==> src/design/pcsc_regs.vh <==
// Constants for the process channel state control block
`ifndef PCSC_REGS_VH
`define PCSC_REGS_VH

// ----------------------------------------------------------------
// Source selection codes
// ----------------------------------------------------------------
`define PCSC_SRC_PRESS   2'h0
`define PCSC_SRC_ANALOG  2'h1
`define PCSC_SRC_CLOCK   2'h2
`define PCSC_SRC_TTL     2'h3

// ----------------------------------------------------------------
// Manual command codes and reset values
// ----------------------------------------------------------------
`define PCSC_CMD_NONE    2'h0
`define PCSC_CMD_INACT   2'h1
`define PCSC_CMD_ACT     2'h2
`define PCSC_CMD_AUTO    2'h3
`define PCSC_RST_AUTO    1'h0
`define PCSC_RST_STATE   1'h0

// ----------------------------------------------------------------
// Remote input bit positions
// ----------------------------------------------------------------
`define PCSC_RC_REMOTE   0
`define PCSC_RC_FIL      1
`define PCSC_RC_DEGAS    2
`define PCSC_RC_LOCKOUT  3
`define PCSC_RC_KEYDIS   4
`define PCSC_RC_LOGRST   5
`define PCSC_RC_TOUCHDIS 6
`define PCSC_RC_COUNT    7

// ----------------------------------------------------------------
// Timing: delay unit in microseconds, clock in MHz
// ----------------------------------------------------------------
`define PCSC_DELAY_UNIT_US 1000
`define PCSC_CLK_MHZ       10
`define PCSC_TICK_CYCLES   (`PCSC_DELAY_UNIT_US * `PCSC_CLK_MHZ)

`endif

==> src/design/pcsc_channel.v <==
// One process control channel: rule evaluation, delay and override
`timescale 1ns/1ps
module pcsc_channel
#(
   parameter VW = 16,
   parameter DW = 16
)
(
   input  wire          clk_i,
   input  wire          rstn_i,
   input  wire          tick_i,
   input  wire [1:0]    src_sel_i,
   input  wire [VW-1:0] level_i,
   input  wire          polarity_i,
   input  wire [VW-1:0] hyst_i,
   input  wire [DW-1:0] delay_i,
   input  wire          fallback_i,
   input  wire [VW-1:0] meas_i,
   input  wire          meas_bad_i,
   input  wire          meas_freeze_i,
   input  wire          clock_in_i,
   input  wire          ttl_in_i,
   input  wire [1:0]    cmd_i,
   output reg           auto_o,
   output reg           state_o,
   output wire          change_o
);

`include "pcsc_regs.vh"

   reg  [DW-1:0] dcount;
   reg           next_state;
   reg           target;
   reg           hold;
   reg  [VW:0]   up_lim;
   reg  [VW:0]   lo_lim;
   wire          meas_src;

   assign meas_src = (src_sel_i == `PCSC_SRC_PRESS) ||
                     (src_sel_i == `PCSC_SRC_ANALOG);

   // ----------------------------------------------------------------
   // Rule target with hysteresis band
   // ----------------------------------------------------------------
   always @*
   begin
      hold   = 1'b0;
      target = state_o;
      up_lim = {1'b0, level_i} + {1'b0, hyst_i};
      lo_lim = {1'b0, level_i} - {1'b0, hyst_i};
      if (meas_src)
      begin
         if (meas_freeze_i)
            hold = 1'b1;
         else if (meas_bad_i)
            target = fallback_i;
         else if (polarity_i)
         begin
            // Active above level, release only below level - hysteresis
            if (meas_i > level_i)
               target = 1'b1;
            else if ({1'b0, meas_i} < lo_lim || level_i < hyst_i)
               target = (level_i < hyst_i) ? state_o : 1'b0;
         end
         else
         begin
            if (meas_i < level_i)
               target = 1'b1;
            else if ({1'b0, meas_i} > up_lim)
               target = 1'b0;
         end
      end
      else if (src_sel_i == `PCSC_SRC_CLOCK)
         target = clock_in_i ^ ~polarity_i;
      else
         target = ttl_in_i ^ ~polarity_i;
   end

   // ----------------------------------------------------------------
   // Mode, delay counter and state
   // ----------------------------------------------------------------
   always @*
   begin
      next_state = state_o;
      if (cmd_i == `PCSC_CMD_ACT)
         next_state = 1'b1;
      else if (cmd_i == `PCSC_CMD_INACT)
         next_state = 1'b0;
      else if (auto_o && !hold && target != state_o &&
               dcount >= delay_i && tick_i)
         next_state = target;
      else if (auto_o && !hold && target != state_o && delay_i == 0)
         next_state = target;
   end

   always @(posedge clk_i or negedge rstn_i)
   begin
      if (!rstn_i)
      begin
         auto_o  <= `PCSC_RST_AUTO;
         state_o <= `PCSC_RST_STATE;
         dcount  <= {DW{1'b0}};
      end
      else
      begin
         state_o <= next_state;
         if (cmd_i == `PCSC_CMD_AUTO)
            auto_o <= 1'b1;
         else if (cmd_i != `PCSC_CMD_NONE)
            auto_o <= 1'b0;
         // Delay restarts whenever the condition drops out
         if (!auto_o || target == state_o || next_state != state_o)
            dcount <= {DW{1'b0}};
         else if (tick_i && !hold && dcount != {DW{1'b1}})
            dcount <= dcount + 1'b1;
      end
   end

   assign change_o = (next_state != state_o);

endmodule // pcsc_channel

==> src/design/pcsc_top.v <==
// Eight-channel process control with outputs, freeze and event log
`timescale 1ns/1ps
// Needed before the header: the tick count default comes from it
`include "pcsc_regs.vh"
module pcsc_top
#(
   parameter NCH        = 8,
   parameter VW         = 16,
   parameter DW         = 16,
   parameter TW         = 32,
   parameter LOG_DEPTH  = 16,
   parameter LAW        = 4,
   parameter TICK_COUNT = `PCSC_TICK_CYCLES
)
(
   input  wire                 clk_i,
   input  wire                 rstn_i,
   input  wire [2*NCH-1:0]     src_sel_i,
   input  wire [NCH*VW-1:0]    level_i,
   input  wire [NCH-1:0]       polarity_i,
   input  wire [NCH*VW-1:0]    hyst_i,
   input  wire [NCH*DW-1:0]    delay_i,
   input  wire [NCH-1:0]       fallback_i,
   input  wire [NCH*VW-1:0]    meas_i,
   input  wire [NCH-1:0]       meas_bad_i,
   input  wire [NCH-1:0]       meas_partial_i,
   input  wire [NCH-1:0]       clock_in_i,
   input  wire [NCH-1:0]       ttl_in_i,
   input  wire [2*NCH-1:0]     panel_cmd_i,
   input  wire [2*NCH-1:0]     host_cmd_i,
   input  wire                 gas_analyzer_head_emission_i,
   input  wire                 gas_analyzer_head_degas_i,
   input  wire                 spectrum_scan_view_i,
   input  wire [6:0]           remote_in_n_i,
   input  wire [LAW-1:0]       log_rd_addr_i,
   output reg  [NCH-1:0]       relay_o,
   output reg  [NCH-1:0]       ttl_out_o,
   output reg  [NCH-1:0]       lamp_o,
   output wire [NCH-1:0]       auto_o,
   output reg                  remote_enable_o,
   output reg                  filament_on_o,
   output reg                  degas_on_o,
   output reg                  filament_lockout_o,
   output reg                  keypad_disable_o,
   output reg                  touch_disable_o,
   output reg  [TW-1:0]        log_time_o,
   output reg  [NCH-1:0]       log_state_o,
   output reg  [LAW:0]         log_count_o,
   output reg  [TW-1:0]        time_o
);

   localparam [LAW:0] LOG_FULL = LOG_DEPTH;

   wire [NCH-1:0]  state;
   wire [NCH-1:0]  change;
   wire            busy;
   wire            log_clear;
   reg  [23:0]     tick_cnt;
   reg             tick;
   reg  [LAW-1:0]  log_wr;
   reg  [TW-1:0]   log_time_mem  [0:LOG_DEPTH-1];
   reg  [NCH-1:0]  log_state_mem [0:LOG_DEPTH-1];

   // ----------------------------------------------------------------
   // Analyzer busy and freeze
   // ----------------------------------------------------------------
   assign busy = gas_analyzer_head_emission_i |
                 gas_analyzer_head_degas_i | spectrum_scan_view_i;

   // Host command wins over panel when both arrive together
   function [1:0] pick_cmd;
      input [1:0] host;
      input [1:0] panel;
      begin
         pick_cmd = (host != `PCSC_CMD_NONE) ? host : panel;
      end
   endfunction

   // ----------------------------------------------------------------
   // Channels
   // ----------------------------------------------------------------
   genvar g;
   generate
      for (g = 0; g < NCH; g = g + 1)
      begin : g_ch
         pcsc_channel
         #(
            .VW (VW),
            .DW (DW)
         )
         u_ch
         (
            .clk_i         (clk_i),
            .rstn_i        (rstn_i),
            .tick_i        (tick),
            .src_sel_i     (src_sel_i[2*g+1:2*g]),
            .level_i       (level_i[VW*g+VW-1:VW*g]),
            .polarity_i    (polarity_i[g]),
            .hyst_i        (hyst_i[VW*g+VW-1:VW*g]),
            .delay_i       (delay_i[DW*g+DW-1:DW*g]),
            .fallback_i    (fallback_i[g]),
            .meas_i        (meas_i[VW*g+VW-1:VW*g]),
            .meas_bad_i    (meas_bad_i[g]),
            .meas_freeze_i (meas_partial_i[g] & busy),
            .clock_in_i    (clock_in_i[g]),
            .ttl_in_i      (ttl_in_i[g]),
            .cmd_i         (pick_cmd(host_cmd_i[2*g+1:2*g],
                                     panel_cmd_i[2*g+1:2*g])),
            .auto_o        (auto_o[g]),
            .state_o       (state[g]),
            .change_o      (change[g])
         );
      end
   endgenerate

   // ----------------------------------------------------------------
   // Channel outputs, registered
   // ----------------------------------------------------------------
   always @(posedge clk_i or negedge rstn_i)
   begin
      if (!rstn_i)
      begin
         relay_o   <= {NCH{1'b0}};
         ttl_out_o <= {NCH{1'b1}};
         lamp_o    <= {NCH{1'b0}};
      end
      else
      begin
         relay_o   <= state;
         ttl_out_o <= ~state;
         lamp_o    <= state;
      end
   end

   // ----------------------------------------------------------------
   // Delay tick and time stamp counter
   // ----------------------------------------------------------------
   always @(posedge clk_i or negedge rstn_i)
   begin
      if (!rstn_i)
      begin
         tick_cnt <= 24'h000000;
         tick     <= 1'b0;
         time_o   <= {TW{1'b0}};
      end
      else
      begin
         time_o <= time_o + 1'b1;
         if (tick_cnt >= TICK_COUNT - 1)
         begin
            tick_cnt <= 24'h000000;
            tick     <= 1'b1;
         end
         else
         begin
            tick_cnt <= tick_cnt + 1'b1;
            tick     <= 1'b0;
         end
      end
   end

   // ----------------------------------------------------------------
   // Remote-control inputs, isolated and active low at the pins
   // ----------------------------------------------------------------
   assign log_clear = ~remote_in_n_i[`PCSC_RC_LOGRST];

   always @(posedge clk_i or negedge rstn_i)
   begin
      if (!rstn_i)
      begin
         remote_enable_o    <= 1'b0;
         filament_on_o      <= 1'b0;
         degas_on_o         <= 1'b0;
         filament_lockout_o <= 1'b0;
         keypad_disable_o   <= 1'b0;
         touch_disable_o    <= 1'b0;
      end
      else
      begin
         remote_enable_o    <= ~remote_in_n_i[`PCSC_RC_REMOTE];
         filament_on_o      <= ~remote_in_n_i[`PCSC_RC_FIL];
         degas_on_o         <= ~remote_in_n_i[`PCSC_RC_DEGAS];
         filament_lockout_o <= ~remote_in_n_i[`PCSC_RC_LOCKOUT];
         keypad_disable_o   <= ~remote_in_n_i[`PCSC_RC_KEYDIS];
         touch_disable_o    <= ~remote_in_n_i[`PCSC_RC_TOUCHDIS];
      end
   end

   // ----------------------------------------------------------------
   // Event log: circular, oldest entries overwritten when full
   // ----------------------------------------------------------------
   always @(posedge clk_i)
   begin
      if (|change)
      begin
         log_time_mem[log_wr]  <= time_o;
         log_state_mem[log_wr] <= state ^ change;
      end
   end

   always @(posedge clk_i or negedge rstn_i)
   begin
      if (!rstn_i)
      begin
         log_wr      <= {LAW{1'b0}};
         log_count_o <= {(LAW+1){1'b0}};
         log_time_o  <= {TW{1'b0}};
         log_state_o <= {NCH{1'b0}};
      end
      else
      begin
         // A new event in the clear cycle restarts the count at one but is stored at the old write address
         if (|change)
         begin
            log_wr <= log_clear ? {{(LAW-1){1'b0}}, 1'b1} :
                      log_wr + 1'b1;
            if (log_clear)
               log_count_o <= {{LAW{1'b0}}, 1'b1};
            else if (log_count_o != LOG_FULL)
               log_count_o <= log_count_o + 1'b1;
         end
         else if (log_clear)
         begin
            log_wr      <= {LAW{1'b0}};
            log_count_o <= {(LAW+1){1'b0}};
         end
         log_time_o  <= log_time_mem[log_rd_addr_i];
         log_state_o <= log_state_mem[log_rd_addr_i];
      end
   end

endmodule // pcsc_top

==> config.mk <==
export PLATFORM = sky130hd
export DESIGN_NAME = pcsc_top
export DESIGN_NICKNAME = d
export VERILOG_FILES = /design/src/design/pcsc_channel.v /design/src/design/pcsc_top.v
export VERILOG_INCLUDE_DIRS = /design/src /design/src/design
export SDC_FILE = /design/constraint.sdc
export NUM_CORES = 2
export LEC_CHECK = 0
export ABC_AREA = 1
export BUFFER_PORTS_ARGS = -buffer_cell sky130_fd_sc_hd__buf_2
export CORE_ASPECT_RATIO = 1.2
export CORE_MARGIN = 3
export CORE_UTILIZATION = 35
export DETAILED_ROUTE_END_ITERATION = 10
export PLACE_DENSITY = 0.61
export SETUP_SLACK_MARGIN = 0.15
export SLEW_MARGIN = 20
export SYNTH_ARGS = -nofsm -noshare
export SYNTH_HDL_FRONTEND = slang
export SYNTH_HIERARCHICAL = 1
export SYNTH_SLANG_ARGS = --single-unit
==> constraint.sdc <==
create_clock -name clk_i -period 6.4 [get_ports clk_i]
set_input_delay 0.32 -clock clk_i [delete_from_list [all_inputs] [get_ports clk_i]]
set_output_delay 0.32 -clock clk_i [all_outputs]
set_load 0.02 [all_outputs]
==> summary.md <==
| Metric | Value |
|---|---|
| Htree depth | `3` |
| Routed length per instance | `19.4 um` |
| Timing-limited maximum frequency | `186 MHz` |
| Chip Width | `408 um` |
| Number of failing setup endpoints in the final timing report | `0` |
| Antenna violations before repair | `95` |
| DRC viols | `0` |
| Worst hold path class | `primary input to register` |
| Clock-pin slew of the registers on the worst-case setup and hold paths | `70 ps` |
| Final weighted congestion in routability-driven placement | `1.01` |
| Arrival time of data at the critical path endpoint | `5750 ps` |
| Maximum fanout count along the critical path | `25` |
| Sequential share of the synthesized area | `0.384` |
| Post-synthesis instance area | `67,700 um2` |
| GRT Total Usage | `0.221` |
| Number of buffers on the longest clock path | `3` |
| Root cell of the clock tree | `sky130_fd_sc_hd__clkbuf_16` |
| Clock latency on the worst-skew pair | `750 ps` |
| Max-slew headroom at the worst pin | `0.315` |
| Half-perimeter wire length after detailed placement | `176 mm` |
| Worst-path cell with the longest stage delay | `sky130_fd_sc_hd__ha_1` |
| Count of endpoints failing hold in the final timing report | `0` |
| Post-synthesis sequential element count | `912` |
| Site Rows | `176` |
| Ratio of routed vias to standard cells | `4.94` |
| Multi-input combinational cell area | `34,500 um2` |
| First-pass GRT wire length | `339 mm` |
| EDFF count, synth | `640` |
| Count of pins over their slew limit | `0` |
| Initial Utilization | `0.353` |
| Startpoint type of the worst setup path | `primary input` |
| DRT Wirelength | `226 mm` |
| Number of violations reported at the end of detailed-routing iteration 0 | `3,979` |
| Area growth from synthesis to final layout | `13.9%` |
| Dominant register cell in the synthesized netlist | `sky130_fd_sc_hd__edfxtp_1` |
| Pre-antenna DRT Iters | `6` |
| Post-Syn Instances | `8,229` |
| Proportion of layout cells with a drive suffix above 1 | `0.145` |
| Post-Place Cell Area | `73,900 um2` |
| PD cells | `213 nW/um2` |
| Worst setup EP type | `register` |
| WS Path Type | `primary input to register` |
| Status | `finished, final reports clean` |
| Number of clock sinks | `912` |
| Avg Synthesized Cell Area | `8.23 um2` |
| Register-to-register path setup slack | `2250 ps` |
| Yosys warns | `6` |
| Worst endpoint required time | `6760 ps` |
| Finished Core Util | `0.402` |
| Chip Height | `488 um` |
| Area occupied by registers | `26,000 um2` |
| Transition at the pin with the smallest max-transition slack | `1030 ps` |
| Max Clock Skew | `72.3 ps` |
| Count of distinct cell types in the synthesized netlist | `56` |
| Total Die Area | `199,000 um2` |
| Quantity of I/O buffers inserted on ports | `738` |
| Number of primary I/O pins | `739` |
| Number of filler cells placed in the layout | `19,500` |
| Max rail drop VDD | `0.236 mV` |
| TritonCTS clock tree | `built` |
| Async set-reset flop share out of synthesis | `0.298` |
| PostCTS Resize Cnt | `0` |
| Area of all placed cells without fillers | `77,200 um2` |
| Post-route minimum period | `5380 ps` |
| Via count of the first global-routing pass | `56,800` |
| Hold-fix buffers at CTS | `13` |
| CTS Buf Count | `93` |
| Post-CTS setup buffer count | `0` |
| Global route overflow | `0` |
| Total via count in the routed design | `57,500` |
| Core footprint | `192,000 um2` |
| Period Utilization, post-route | `0.841` |
| Number of max-cap violations | `0` |
| Reported leakage power | `37.9 nW` |
| RSZ-0062 raised after global routing | `false` |
| Most prevalent standard cell on the critical path | `sky130_fd_sc_hd__nand2_1` |
| Number of nets in the final layout | `10,300` |
| Pin count of the biggest net entering global routing | `182` |
| Crit path largest cell delay | `440 ps` |
| Sum of negative setup slack | `0 ps` |
| Number of routed nets with antenna violations | `0` |
## sequential cells by signal (all words and copies together) (netlist names), 4 cells and up
name	count
g_ch.u_ch/dcount	128
tick_cnt	24
time_o	32
log_time_o	32
log_wr	4
ttl_out_o	8
log_count_o	5
lamp_o	8
g_ch.u_ch/state_o	8
g_ch.u_ch/auto_o	8
log_time_mem	512
log_state_mem	128
log_state_o	8
## per-layer routing
layer | share of wire | up-vias | global-route usage
met1 | 0.41 | 26900 | 0.274
li1 | - | 28200 | -
met5 | 0.0020 | - | 0
met2 | 0.47 | 1854 | 0.372
met3 | 0.074 | 431 | 0.0498
met4 | 0.039 | 64 | 0.0862
## worst paths after layout
check	to	cells after the start	startpoint
min in group asynchronous	remote_enable_o	3	rstn_i
max in group asynchronous	log_time_o[9]	4	rstn_i
hold / removal	g_ch[7].u_ch/auto_o	5	panel_cmd_i[15]
hold reg to reg	tick_cnt[0]	1	tick_cnt[0]
setup reg to reg	log_time_mem[1][13]	18	g_ch[7].u_ch/dcount[3]
setup / recovery	log_time_mem[1][13]	37	level_i[34]
## stage by stage
step | cells | total power [mW] | setup slack [ps] | hold WS (ps)
CTS | 11600 | 16.7 | 1060 | 10.2
global placement | 11400 | 11.1 | 306 | 186
finish | 11600 | 16.5 | 1020 | 85.4
floorplan | 8238 | 9.71 | 317 | 24.4
global route | 11600 | 17.4 | 592 | 118
detailed placement | 11400 | 11.2 | 285 | 193
## cells by family (layout without fill, tap and decap cells)
kind of cell | after synthesis | in the layout | share of synthesized area
AO/OA/AOI/OAI | 896 | 896 | 0.0764
XOR/XNOR | 363 | 363 | 0.0469
adder cells (fa/ha/maj) | 792 | 792 | 0.148
buffers and inverters | 1732 | 2498 | 0.109
flip-flops | 912 | 912 | 0.384
multiplexers | 4 | 4 | 0.000591
other | 1 | 57 | 0.0000554
AND/OR/NAND/NOR | 3529 | 3529 | 0.235
## cell usage in the layout (no fill, tap or decap), drive strengths merged, types with 28 or more instances in the layout
master / netlist / layout
nand2: 1897 / 1897
inv: 1498 / 1504
buf: 213 / 815
ha: 776 / 776
nand3: 717 / 717
edfxtp: 640 / 640
nor2: 582 / 582
a21oi: 476 / 476
xor2: 316 / 316
dfrtp: 264 / 264
o21ai: 190 / 190
nand4: 114 / 114
nor3: 113 / 113
clkbuf: 21 / 113
nor4: 60 / 60
diode: 0 / 47
xnor2: 47 / 47
clkinv: 0 / 46
a31oi: 36 / 36
o21bai: 36 / 36
nand3b: 33 / 33
o21a: 32 / 32
a211oi: 28 / 28
## area by class of cell
| cell class | instances | area share |
|---|---|---|
| antenna | 47 | 0.00152 |
| clock buffer | 113 | 0.0319 |
| clock inverter | 59 | 0.00723 |
| inverter | 1498 | 0.0730 |
| multi-input combinational | 5594 | 0.447 |
| sequential | 912 | 0.337 |
| tap | 2581 | 0.0418 |
| timing repair buffer | 828 | 0.0603 |
## critical path, delay by kind of cell
family	cells	cell delay, ps
xor gates and xnor gates	1	160
and+or+nand+nor	20	2380
adders and majority gates	2	680
buffers and inverters	4	620
AOI/OAI and AO/OA	10	1520
## Yosys cell counts (58+ instances only)
cell                       number  area (um2)
sky130_fd_sc_hd__a21oi_1      452        2260
sky130_fd_sc_hd__buf_6         64         721
sky130_fd_sc_hd__dfrtp_1      264        6610
sky130_fd_sc_hd__nand4_1      106         663
sky130_fd_sc_hd__inv_1       1463        5490
sky130_fd_sc_hd__buf_4         58         435
sky130_fd_sc_hd__ha_1         776        9710
sky130_fd_sc_hd__nand2_2       92         576
sky130_fd_sc_hd__edfxtp_1     640       19200
sky130_fd_sc_hd__buf_2         71         355
sky130_fd_sc_hd__o21ai_0      166         831
sky130_fd_sc_hd__nand2_1     1801        6760
sky130_fd_sc_hd__nor2_1       480        1800
sky130_fd_sc_hd__xor2_1       316        2770
sky130_fd_sc_hd__nand3_1      684        3420
sky130_fd_sc_hd__nor3_1       113         566
sky130_fd_sc_hd__nor2_2        62         388
## where the power goes
group	internal (mW)	total (mW)	switching [mW]
clock	2.92	5.42	2.51
sequential	6.68	6.81	0.130
combinational	1.44	4.24	2.80
total	11.0	16.5	5.44
Note: power is estimated with default switching activity, not from simulation.
